--- src/verilog/adc_window_defs.svh ---
// offsets, field positions and reset values of the result and window registers
`ifndef ADC_WINDOW_DEFS_SVH
`define ADC_WINDOW_DEFS_SVH

// register offsets in the special-function space
`define OFS_RESULT_HIGH      8'hBF
`define OFS_LOW_LIMIT_LOW    8'hC6
`define OFS_LOW_LIMIT_HIGH   8'hC7
`define OFS_HIGH_LIMIT_LOW   8'hC4
`define OFS_HIGH_LIMIT_HIGH  8'hC5
`define OFS_CONTROL          8'hE8

// converter control register fields
`define CTRL_LEFT_ALIGN_BIT  0
`define CTRL_WINDOW_FLAG_BIT 1

// reset values
`define RST_RESULT_HIGH      8'h00
`define RST_LOW_LIMIT_LOW    8'h00
`define RST_LOW_LIMIT_HIGH   8'h00
`define RST_HIGH_LIMIT_LOW   8'hFF
`define RST_HIGH_LIMIT_HIGH  8'hFF
`define RST_CONTROL          8'h00
`define RST_READ_DATA        8'h00

// full-scale code of a right-aligned result
`define FULL_SCALE_RIGHT     16'h0FFF

`endif

--- src/verilog/adc_window_pkg.sv ---
// types shared by the result formatter and window detector
package adc_window_pkg;

    typedef logic [7:0]  reg_byte_type;
    typedef logic [15:0] limit_word_type;
    typedef logic [11:0] sample_type;

    typedef enum logic
    {
        ALIGN_RIGHT,
        ALIGN_LEFT
    } align_type;

endpackage : adc_window_pkg

--- src/verilog/window_compare.sv ---
// window comparison of one aligned result against the two limit words
module window_compare
    import adc_window_pkg::*;
(
    // operands
    input  wire limit_word_type data_word,
    input  wire limit_word_type high_limit,
    input  wire limit_word_type low_limit,
    // verdict
    output logic                match
);

    logic inside_mode;

    always_comb
    begin
        inside_mode = (high_limit < low_limit);
        if (inside_mode)
        begin
            match = (data_word > high_limit) && (data_word < low_limit);
        end
        else
        begin
            match = (data_word < low_limit) || (data_word > high_limit);
        end
    end

endmodule : window_compare

--- src/verilog/adc_result_window_compare.sv ---
// result high byte formatting and programmable window detector
//
// How it works
// - Left alignment shows bits 11-4, right alignment bits 11-8 sign-extended from bit 11.
// - Every finished conversion is compared with both limit words with no software action.
// - A result meeting the window condition sets the window match flag in the control register.
// - Software can read the window match flag, to poll it or to use it for interrupts.
// - Each limit word is loaded as a separate high byte register and low byte register.
// - How the two limits are ordered decides if results inside or outside set the flag.
// - The less-than word is its high byte above its low byte, each eight bits wide.
// - Right-aligned results compare as codes 0 to 0x0FFF, limits in the same alignment.
`include "adc_window_defs.svh"

module adc_result_window_compare
    import adc_window_pkg::*;
(
    // clock and reset
    input  wire logic       clk,
    input  wire logic       rst_n,
    // special-function register port
    input  wire logic [7:0] sfr_addr,
    input  wire logic       sfr_wr,
    input  wire logic       sfr_rd,
    input  wire logic [7:0] sfr_wdata,
    output logic      [7:0] sfr_rdata,
    // converter result
    input  wire logic       conv_done,
    input  wire sample_type conv_result,
    // window status
    output logic            window_match_flag
);

    reg_byte_type   result_high_byte;
    reg_byte_type   window_low_limit_low_byte;
    reg_byte_type   window_low_limit_high_byte;
    reg_byte_type   window_high_limit_low_byte;
    reg_byte_type   window_high_limit_high_byte;
    align_type      result_left_align;
    logic [5:0]     control_upper;
    limit_word_type window_low_limit_regs;
    limit_word_type window_high_limit_regs;
    limit_word_type compare_word;
    reg_byte_type   next_result_high;
    reg_byte_type   control_view;
    logic           window_hit;
    logic           flag_set;
    logic           wr_control;
    logic           wr_result;
    logic           wr_low_low;
    logic           wr_low_high;
    logic           wr_high_low;
    logic           wr_high_high;

    // write strobes
    assign wr_control   = sfr_wr && (sfr_addr == `OFS_CONTROL);
    assign wr_result    = sfr_wr && (sfr_addr == `OFS_RESULT_HIGH);
    assign wr_low_low   = sfr_wr && (sfr_addr == `OFS_LOW_LIMIT_LOW);
    assign wr_low_high  = sfr_wr && (sfr_addr == `OFS_LOW_LIMIT_HIGH);
    assign wr_high_low  = sfr_wr && (sfr_addr == `OFS_HIGH_LIMIT_LOW);
    assign wr_high_high = sfr_wr && (sfr_addr == `OFS_HIGH_LIMIT_HIGH);

    assign window_low_limit_regs  = {window_low_limit_high_byte, window_low_limit_low_byte};
    assign window_high_limit_regs = {window_high_limit_high_byte, window_high_limit_low_byte};

    assign compare_word = (result_left_align == ALIGN_LEFT) ? {conv_result, 4'h0}
                                                            : {4'h0, conv_result};

    assign next_result_high = (result_left_align == ALIGN_LEFT) ? conv_result[11:4]
                            : {{4{conv_result[11]}}, conv_result[11:8]};

    window_compare u_window_compare
    (
        .data_word  (compare_word),
        .high_limit (window_high_limit_regs),
        .low_limit  (window_low_limit_regs),
        .match      (window_hit)
    );

    assign flag_set = conv_done && window_hit;

    always_ff @(posedge clk or negedge rst_n)
    begin
        if (!rst_n)
        begin
            window_low_limit_low_byte   <= `RST_LOW_LIMIT_LOW;
            window_low_limit_high_byte  <= `RST_LOW_LIMIT_HIGH;
            window_high_limit_low_byte  <= `RST_HIGH_LIMIT_LOW;
            window_high_limit_high_byte <= `RST_HIGH_LIMIT_HIGH;
        end
        else
        begin
            if (wr_low_low)
                window_low_limit_low_byte <= sfr_wdata;
            if (wr_low_high)
                window_low_limit_high_byte <= sfr_wdata;
            if (wr_high_low)
                window_high_limit_low_byte <= sfr_wdata;
            if (wr_high_high)
                window_high_limit_high_byte <= sfr_wdata;
        end
    end

    // control bits other than the flag
    always_ff @(posedge clk or negedge rst_n)
    begin
        if (!rst_n)
        begin
            result_left_align <= ALIGN_RIGHT;
            control_upper     <= 6'(`RST_CONTROL >> 2);
        end
        else if (wr_control)
        begin
            result_left_align <= align_type'(sfr_wdata[`CTRL_LEFT_ALIGN_BIT]);
            control_upper     <= sfr_wdata[7:2];
        end
    end

    // result high byte, conversion beats a write
    always_ff @(posedge clk or negedge rst_n)
    begin
        if (!rst_n)
            result_high_byte <= `RST_RESULT_HIGH;
        else if (conv_done)
            result_high_byte <= next_result_high;
        else if (wr_result)
            result_high_byte <= sfr_wdata;
    end

    // sticky flag, set wins over clear
    always_ff @(posedge clk or negedge rst_n)
    begin
        if (!rst_n)
            window_match_flag <= 1'b0;
        else if (flag_set)
            window_match_flag <= 1'b1;
        else if (wr_control)
            window_match_flag <= sfr_wdata[`CTRL_WINDOW_FLAG_BIT];
    end

    assign control_view = {control_upper, window_match_flag, result_left_align};

    // registered read data, unmapped reads return zero
    always_ff @(posedge clk or negedge rst_n)
    begin
        if (!rst_n)
            sfr_rdata <= `RST_READ_DATA;
        else if (sfr_rd)
        begin
            case (sfr_addr)
                `OFS_CONTROL:         sfr_rdata <= control_view;
                `OFS_RESULT_HIGH:     sfr_rdata <= result_high_byte;
                `OFS_LOW_LIMIT_LOW:   sfr_rdata <= window_low_limit_low_byte;
                `OFS_LOW_LIMIT_HIGH:  sfr_rdata <= window_low_limit_high_byte;
                `OFS_HIGH_LIMIT_LOW:  sfr_rdata <= window_high_limit_low_byte;
                `OFS_HIGH_LIMIT_HIGH: sfr_rdata <= window_high_limit_high_byte;
                default:              sfr_rdata <= `RST_READ_DATA;
            endcase
        end
    end
endmodule : adc_result_window_compare

--- config.mk ---
export PLATFORM = sky130hd
export DESIGN_NAME = adc_result_window_compare
export DESIGN_NICKNAME = d
export VERILOG_FILES = /design/src/verilog/adc_window_pkg.sv /design/src/verilog/window_compare.sv /design/src/verilog/adc_result_window_compare.sv
export VERILOG_INCLUDE_DIRS = /design/src /design/src/verilog
export SDC_FILE = /design/constraint.sdc
export NUM_CORES = 1
export LEC_CHECK = 0
export BUFFER_PORTS_ARGS = -buffer_cell sky130_fd_sc_hd__buf_2
export CORE_MARGIN = 2
export CORE_UTILIZATION = 54
export CTS_CLUSTER_DIAMETER = 50
export DETAILED_ROUTE_END_ITERATION = 6
export HOLD_SLACK_MARGIN = 0.1
export PLACE_DENSITY_LB_ADDON = 0.08
export SYNTH_ARGS = -nofsm -noshare
export SYNTH_HDL_FRONTEND = slang
export SYNTH_HIERARCHICAL = 1
export SYNTH_SLANG_ARGS = --single-unit
--- constraint.sdc ---
create_clock -name clk -period 4.6 [get_ports clk]
set_input_delay 1.15 -clock clk [delete_from_list [all_inputs] [get_ports clk]]
set_output_delay 1.15 -clock clk [all_outputs]
set_load 0.05 [all_outputs]
==> metrics.log, run 1 <==
[metrics] Boundary Pins: 42
[metrics] RSZ-0062 raised after global routing: false
[metrics] final clock period utilization by the worst path: between 60% and 70%
[metrics] clock transition at the registers of the reported paths: around 0.10 ns
[metrics] portion of total power attributed to the clock network: 31.3%
[metrics] top_reg_cell synth: sky130_fd_sc_hd__dfrtp_1
[metrics] Hold Path Cell Cnt: 2
[metrics] Worst path top cell family by delay: simple AND/OR/NAND/NOR gates
[metrics] r2r startpoint: result_left_align
[metrics] CTS H-Tree Depth: 2
[metrics] synthesized area per cell: about 11 um2
[metrics] Register-to-Register Setup Slack: about 1.7 ns
[metrics] Post-Place Cells: ~500
[metrics] Internal: 812 uW
[metrics] worst-path maximum fanout: 3
[metrics] first-pass GRT wire length: between 15,000 and 20,000 um
[metrics] global route overflow: 0
[metrics] netlist area before placement: between 3000 and 4000 um2
[metrics] detailed placer's ending HPWL: roughly 8000 um
[metrics] worst-case clock skew: about 0.0083 ns
[metrics] part of the power in registers: 49.1%
[metrics] ratio of cells with drive above 1 in the final layout: between 30% and 40%
[metrics] number of hold buffers added after CTS: 0
[metrics] count of flip-flops with a built-in enable after synthesis: 0
[metrics] CTS Buf Count: 5
[metrics] core box area: between 7000 and 8000 um2
[metrics] aggregate routed wire length: a little under 10,000 um
[metrics] share of flip-flops with an asynchronous set or reset: 100%
[metrics] remaining antenna violation count after routing: 0
[metrics] Layout Area Growth over Synthesis: 10.1%
[metrics] required time at the worst-slack endpoint: ~4.8 ns
[metrics] final setup violation count: 0
[metrics] placement row count: 31
[metrics] reg2reg path depth: 8
[metrics] final-report hold violation count: 0
[metrics] combined flip-flop and latch cell area: about 1400 um2
[metrics] via count of the first global-routing pass: ~3,200
[metrics] most common cell after layout, fill and taps aside: sky130_fd_sc_hd__mux2_2
[metrics] syn nets: roughly 460
[metrics] Die Footprint: between 8000 and 9000 um2
[metrics] category of the critical setup timing path: input pin to register
[metrics] latest clock arrival within the worst-skew pair: between 0.3 and 0.4 ns
[metrics] maximum number of buffers from clock root to sink: 2
[metrics] chip height: 89.7 um
[metrics] count of filler cells inserted in the layout: between 600 and 700
[metrics] Total Negative Setup Slacks: 0 ns
[metrics] Slew headroom: 39.3%
[metrics] crit path buf inv count: 1
[metrics] Crit Reg-Reg Endpoint: window_match_flag
[metrics] area share of the largest cell type after synthesis: about a quarter
[metrics] WL/cell: around 19 um
[metrics] WHS Endpoint: result_high_byte[2]
[metrics] iteration count of the initial detailed-routing pass: 4
[metrics] critical path startpoint category: input pin
[metrics] number of warnings reported in the yosys synthesis log: 6
[metrics] routability congestion estimate from global placement: ~0.92
[metrics] Design Power: roughly 1.1 mW
[metrics] static power due to leakage: slightly above 2 nW
[metrics] number of buffers added on ports: 41
[metrics] total of max-cap violations: 0
[metrics] via count: a little over 3,000
[metrics] number of antenna violations at the first check in global routing: 0
[metrics] number of pins with negative max-slew slack in the final report: 0
[metrics] Remaining DRCs: 0
[metrics] number of instances in the synthesized netlist: 377
[metrics] Vias per Instance: around 5.9
[metrics] Worst EP arrival: 3.16 ns
[metrics] cell taking the most area after synthesis: sky130_fd_sc_hd__dfrtp_1
[metrics] switching power summed over all nets: ~300 uW
[metrics] Die X-Extent: roughly 90 um
[metrics] delay contributed by the slowest stage of the critical path: around 0.50 ns
[metrics] Max stage delay cell, worst path: sky130_fd_sc_hd__nor4_1
[metrics] sequential fraction of the synthesis area: between 30% and 40%
[metrics] final critical-path required period: 2.97 ns
[metrics] count of buffers added by post-CTS timing repair for setup: 0
[metrics] combinational cell fraction of total power: about a fifth
[metrics] slew of the pin with the lowest slew margin: 0.908 ns
[metrics] Post-Layout Cell Count: 516
[metrics] net switching fraction of the power: between 20% and 30%
[metrics] maximum number of pins on one net before global-route repair: 37
[metrics] diode count: 0
[metrics] worst IR drop on VDD: ~0.18 mV
[metrics] commonest non-fill, non-tap cells in the layout: sky130_fd_sc_hd__mux2_2, sky130_fd_sc_hd__ha_1, sky130_fd_sc_hd__buf_2
[metrics] TritonCTS Sinks: 56
[metrics] total of flip-flops plus latches after synthesis: 56
[metrics] area taken by multi-input logic gates: ~2300 um2
[metrics] total power density per cell area: around 250 nW/um2
[metrics] class of the worst hold path: register to register
[metrics] hold_sp: result_high_byte[2]
[metrics] post-layout net count: 495
[metrics] # resized after CTS: 0
[metrics] TritonCTS clock tree: yes
[metrics] unique cell type count in the Yosys netlist: slightly above 50
[metrics] result of the run: finished, final reports clean
[metrics] count of routing violations after the opening detailed-route iteration: roughly 170
[metrics] Initial Util: a little under three fifths
[metrics] worst hold margin: approximately 0.5 ns
[metrics] upper clock frequency limit: between 0.3 and 0.4 GHz
[metrics] placed inst area: ~4200 um2
[metrics] synth top area cells: sky130_fd_sc_hd__dfrtp_1, sky130_fd_sc_hd__mux2_2, sky130_fd_sc_hd__ha_1
[metrics] clock root buffer master: sky130_fd_sc_hd__clkbuf_8
[metrics] Worst setup EP type: register
[metrics] critical path, cell by cell: buf_2 > mux2_2 > ha_1 > nand4_1 > nor4_1 > a22oi_1 > maj3_2 > nand2_1 > o21ai_0
[metrics] global router's overall resource usage: 25.5%
[metrics] area of all placed cells without fillers: 4370 um2
power by group through the flow:
stage | clock network (mW) | logic, mW | registers [mW]
2_1_floorplan | 0 | 0.148 | 0.543
3_3_place_gp | 0 | 0.212 | 0.554
3_5_place_dp | 0 | 0.217 | 0.554
4_1_cts | 0.352 | 0.219 | 0.545
5_1_grt | 0.374 | 0.247 | 0.549
6_report | 0.348 | 0.219 | 0.545
state kept, by name, summed over array words and instances (netlist names):
name                         cells
result_left_align                1
control_upper                    6
window_high_limit_high_byte      8
window_low_limit_low_byte        8
window_high_limit_low_byte       8
window_low_limit_high_byte       8
window_match_flag                1
sfr_rdata                        8
result_high_byte                 8
final cells by class:
type | count | share of cell area, %
clock inverters | 1 | 0.687
multi-input cells | 273 | 53.6
clock buffers | 7 | 2.20
well taps | 99 | 2.83
repair buffers | 43 | 5.04
inverters | 37 | 3.18
flip-flops and latches | 56 | 32.5
metal layers:
metal  vias up  share of wire [%]  global-route usage [%]
met3        21                4.3                    3.02
met1      1500                 43                    33.8
met4         0                2.5                    8.46
li1       1461                  -                       -
met5         -                  0                       0
met2        84                 50                    43.6
cell families (layout without fill, tap and decap cells):
family | Yosys count | count (layout) | share of synthesized area [%]
multiplexers | 58 | 58 | 16.3
adder cells (fa/ha/maj) | 47 | 47 | 14.8
buffers and inverters | 48 | 88 | 5.20
AO/OA/AOI/OAI | 86 | 86 | 15.5
flip-flops | 56 | 56 | 35.8
AND/OR/NAND/NOR | 82 | 82 | 12.4
cells in the mapped netlist (2+ instances only):
master	count
sky130_fd_sc_hd__a22o_1	8
sky130_fd_sc_hd__buf_1	2
sky130_fd_sc_hd__a21oi_1	14
sky130_fd_sc_hd__a211oi_1	4
sky130_fd_sc_hd__a22oi_1	9
sky130_fd_sc_hd__mux2i_1	4
sky130_fd_sc_hd__nand4_1	7
sky130_fd_sc_hd__o21ai_0	11
sky130_fd_sc_hd__a21boi_0	8
sky130_fd_sc_hd__mux2_2	54
sky130_fd_sc_hd__nor2b_1	5
sky130_fd_sc_hd__a221oi_1	3
sky130_fd_sc_hd__dfstp_2	16
sky130_fd_sc_hd__and2_1	2
sky130_fd_sc_hd__a21o_1	13
sky130_fd_sc_hd__ha_1	46
sky130_fd_sc_hd__nand3_1	4
sky130_fd_sc_hd__or4b_1	2
sky130_fd_sc_hd__nand2_1	27
sky130_fd_sc_hd__a32oi_1	8
sky130_fd_sc_hd__nor2_1	12
sky130_fd_sc_hd__nand2b_1	11
sky130_fd_sc_hd__clkbuf_1	4
sky130_fd_sc_hd__inv_1	37
sky130_fd_sc_hd__dfrtp_1	40
worst max path at each step:
| stage | cells after the start | start | to |
|---|---|---|---|
| final | 9 | conv_result[9] | window_match_flag |
| after global routing | 9 | result_left_align | window_match_flag |
| after CTS | 9 | conv_result[9] | window_match_flag |
| after detailed placement | 9 | conv_result[9] | window_match_flag |
| after global placement | 9 | conv_result[9] | window_match_flag |
| after floorplan | 9 | conv_result[6] | window_match_flag |
tightest hold or removal path, stage by stage, from the launching register on:
cell and delay, ns:
sky130_fd_sc_hd__dfrtp_1 0.36, sky130_fd_sc_hd__nand2_1 0.05, sky130_fd_sc_hd__o21ai_0 0.06
stage by stage:
| step | setup WS, ns | util [%] |
|---|---|---|
| 5_1_grt | 1.44 | 60.9 |
| 4_1_cts | 1.67 | 60.9 |
| 3_5_place_dp | 1.35 | 59.2 |
| 3_3_place_gp | 1.35 | 59.2 |
| 2_1_floorplan | 1.57 | - |
| 6_report | 1.63 | 60.9 |
Power figures use the tool's default switching activity.
==> run 2, diff against run 1 <==
==> constraint.sdc (replaced) <==
create_clock -name clk -period 2.85 [get_ports clk]
set_input_delay 0.7125 -clock clk [delete_from_list [all_inputs] [get_ports clk]]
set_output_delay 0.7125 -clock clk [all_outputs]
set_load 0.05 [all_outputs]
==> run 2 against run 1 <==
Setup slack worse by 1.4 ns. Via count up 3.1%. Critical path depth unchanged. First-iteration DRC count down 1.8%. Count of clock-buffer cells in the layout down 1. Sequential share of layout area down 0.39 points. Non-clock buffer count up 11. Flip-flop and latch count unchanged. Die area unchanged. Total power up 53%.
==> metrics.log, run 2 (same netlist as run 1, synthesis figures left out) <==
[metrics] core box area: 7180 um2 (unchanged)
[metrics] placed inst area: 4330 um2 (was 4250 um2)
[metrics] final clock period utilization by the worst path: roughly 94%
[metrics] WL/cell: 19.3 um (was 19.1 um)
[metrics] latest clock arrival within the worst-skew pair: 0.31 ns (about the same)
[metrics] static power due to leakage: 2.07 nW (was 2.03 nW)
[metrics] result of the run: finished, final reports clean (unchanged)
[metrics] worst-path maximum fanout: 17 (was 3)
[metrics] category of the critical setup timing path: register to register (was input pin to register)
[metrics] Register-to-Register Setup Slack: 0.18 ns (was 1.67 ns)
[metrics] count of buffers added by post-CTS timing repair for setup: 0 (unchanged)
[metrics] post-layout net count: 506 (was 495)
[metrics] commonest non-fill, non-tap cells in the layout: sky130_fd_sc_hd__mux2_2, sky130_fd_sc_hd__ha_1, sky130_fd_sc_hd__buf_2 (unchanged)
[metrics] count of filler cells inserted in the layout: 634 (was 616)
[metrics] Initial Util: 55.3% (unchanged)
[metrics] diode count: 0 (unchanged)
[metrics] r2r startpoint: result_left_align (unchanged)
[metrics] Boundary Pins: 42 (unchanged)
[metrics] detailed placer's ending HPWL: 8090 um (was 7790 um)
[metrics] class of the worst hold path: input pin to async pin (was register to register)
[metrics] iteration count of the initial detailed-routing pass: 5 (was 4)
[metrics] part of the power in registers: 51.9% (was 49.1%)
[metrics] Layout Area Growth over Synthesis: 11.6% (was 10.1%)
[metrics] CTS H-Tree Depth: 2 (unchanged)
[metrics] ratio of cells with drive above 1 in the final layout: 33.9% (was 31.7%)
[metrics] upper clock frequency limit: between 0.3 and 0.4 GHz
[metrics] switching power summed over all nets: 493 uW (was 300 uW)
[metrics] Remaining DRCs: 0 (unchanged)
[metrics] global route overflow: 0 (unchanged)
[metrics] final critical-path required period: 2.67 ns
[metrics] portion of total power attributed to the clock network: 26.3% (was 31.3%)
[metrics] chip height: 89.7 um (unchanged)
[metrics] global router's overall resource usage: 25.4% (was 25.5%)
[metrics] Max stage delay cell, worst path: sky130_fd_sc_hd__dfrtp_2 (was sky130_fd_sc_hd__nor4_1)
[metrics] most common cell after layout, fill and taps aside: sky130_fd_sc_hd__mux2_2 (unchanged)
[metrics] Slew headroom: 52.8% (was 39.3%)
[metrics] required time at the worst-slack endpoint: 3.05 ns (was 4.79 ns)
[metrics] Crit Reg-Reg Endpoint: window_match_flag (unchanged)
[metrics] TritonCTS Sinks: 56 (unchanged)
[metrics] Die X-Extent: 89.7 um (unchanged)
[metrics] area of all placed cells without fillers: 4430 um2 (was 4370 um2)
[metrics] critical path startpoint category: register (was input pin)
[metrics] maximum number of pins on one net before global-route repair: 25 (was 37)
[metrics] Vias per Instance: 6.00 (was 5.94)
[metrics] CTS Buf Count: 5 (unchanged)
[metrics] number of hold buffers added after CTS: 0 (unchanged)
[metrics] Internal: 1.20 mW (was 812 uW)
[metrics] worst-case clock skew: 0.00679 ns (was 0.00829 ns)
[metrics] TritonCTS clock tree: yes (unchanged)
[metrics] via count: 3,162 (was 3,066)
[metrics] fraction of the core area covered by cells at the end of the flow: 61.7% (was 60.9%)
[metrics] first-pass GRT wire length: 16,100 um (was 16,300 um)
[metrics] reg2reg path depth: 9 (was 8)
[metrics] Worst setup EP type: register (unchanged)
[metrics] final setup violation count: 0 (unchanged)
[metrics] final-report hold violation count: 0 (unchanged)
[metrics] net switching fraction of the power: 29.0% (was 27.0%)
[metrics] via count of the first global-routing pass: 3,141 (was 3,174)
[metrics] worst IR drop on VDD: 0.284 mV (was 0.181 mV)
[metrics] count of routing violations after the opening detailed-route iteration: 166 (was 169)
[metrics] total of max-cap violations: 0 (unchanged)
[metrics] number of pins with negative max-slew slack in the final report: 0 (unchanged)
[metrics] clock transition at the registers of the reported paths: 0.10 ns (about the same)
[metrics] placement row count: 31 (unchanged)
[metrics] Worst EP arrival: 2.87 ns (was 3.16 ns)
[metrics] clock root buffer master: sky130_fd_sc_hd__clkbuf_8 (unchanged)
[metrics] number of antenna violations at the first check in global routing: 0 (unchanged)
[metrics] Total Negative Setup Slacks: 0 ns (unchanged)
[metrics] RSZ-0062 raised after global routing: false (unchanged)
[metrics] slew of the pin with the lowest slew margin: 0.704 ns (was 0.908 ns)
[metrics] routability congestion estimate from global placement: 0.882 (was 0.917)
[metrics] combinational cell fraction of total power: 21.8% (was 19.7%)
[metrics] critical path, cell by cell: mux2_2 > ha_1 > and4_1 > or4b_1 > o21ai_1 > nor2_1 > maj3_2 > nand2_1 > o21ai_0 (was buf_2 > mux2_2 > ha_1 > nand4_1 > nor4_1 > a22oi_1 > maj3_2 > nand2_1 > o21ai_0)
[metrics] Die Footprint: 8050 um2 (unchanged)
[metrics] aggregate routed wire length: 10,100 um (was 9860 um)
[metrics] total power density per cell area: 383 nW/um2 (was 254 nW/um2)
[metrics] maximum number of buffers from clock root to sink: 2 (unchanged)
[metrics] remaining antenna violation count after routing: 0 (unchanged)
[metrics] delay contributed by the slowest stage of the critical path: 0.56 ns (was 0.50 ns)
[metrics] number of buffers added on ports: 41 (unchanged)
==> run 2: layout make-up <==
type                            instances  area (um2)  area share [%]
Clock buffer                            6        82.6            1.86
Timing Repair Buffer                   54         303            6.84
Tap cell                               99         124            2.80
Clock inverter                          2        10.0           0.226
Sequential cell                        56        1420            32.1
Inverter                               37         139            3.14
Multi-Input combinational cell        273        2350            53.0
==> run 2: worst max-delay path by stage <==
| stage | to | cells past startpoint | slack (ns) | startpoint |
|---|---|---|---|---|
| detailed placement | window_match_flag | 10 | 0.02 | result_left_align |
| global placement | window_match_flag | 10 | 0.06 | result_left_align |
| finish | window_match_flag | 9 | 0.18 | result_left_align |
| floorplan | window_match_flag | 11 | 0.05 | result_left_align |
| CTS | window_match_flag | 10 | 0.18 | result_left_align |
| global route | window_match_flag | 11 | 0.07 | result_left_align |
==> run 2: timing repair <==
item                                   CTS  global route
endpoints found under the hold margin    0             0
setup endpoints to repair                1             1
resized for setup                        1             1
==> run 2: power by group through the flow <==
stage                     logic (mW)  registers (mW)  clock network [mW]
after floorplan                0.239           0.877                   0
after global placement         0.352           0.892                   0
after detailed placement       0.363           0.894                   0
after CTS                      0.365           0.880               0.454
after global routing           0.410           0.885               0.484
final                          0.369           0.880               0.446
==> run 2: per-stage QoR <==
stage	std cells	power [mW]	worst slack [ns]	hold WS [ns]
global route	527	1.78	0.0723	0.323
CTS	527	1.70	0.176	0.310
detailed placement	519	1.26	0.0211	0.467
finish	527	1.70	0.185	0.307
floorplan	377	1.12	0.0500	0.417
global placement	519	1.24	0.0635	0.472
==> run 2: metal layers <==
| metal | track usage (%) | share of wire [%] | wire [um] | vias up |
|---|---|---|---|---|
| met3 | 3.69 | 4.6 | 471 | 22 |
| met1 | 33.4 | 44 | 4430 | 1565 |
| met4 | 6.41 | 2.3 | 235 | 0 |
| li1 | - | - | - | 1478 |
| met5 | 0 | 0 | 0 | - |
| met2 | 44.4 | 49 | 5010 | 97 |
==> run 2: worst max-delay path, delay by kind of cell (launching register included) <==
family / cells / cell delay [ns]
multiplexers: 1 / 0.42
AO/OA/AOI/OAI: 2 / 0.20
AND/OR/NAND/NOR: 4 / 0.77
flip-flops: 1 / 0.56
adder cells (fa/ha/maj): 2 / 0.61
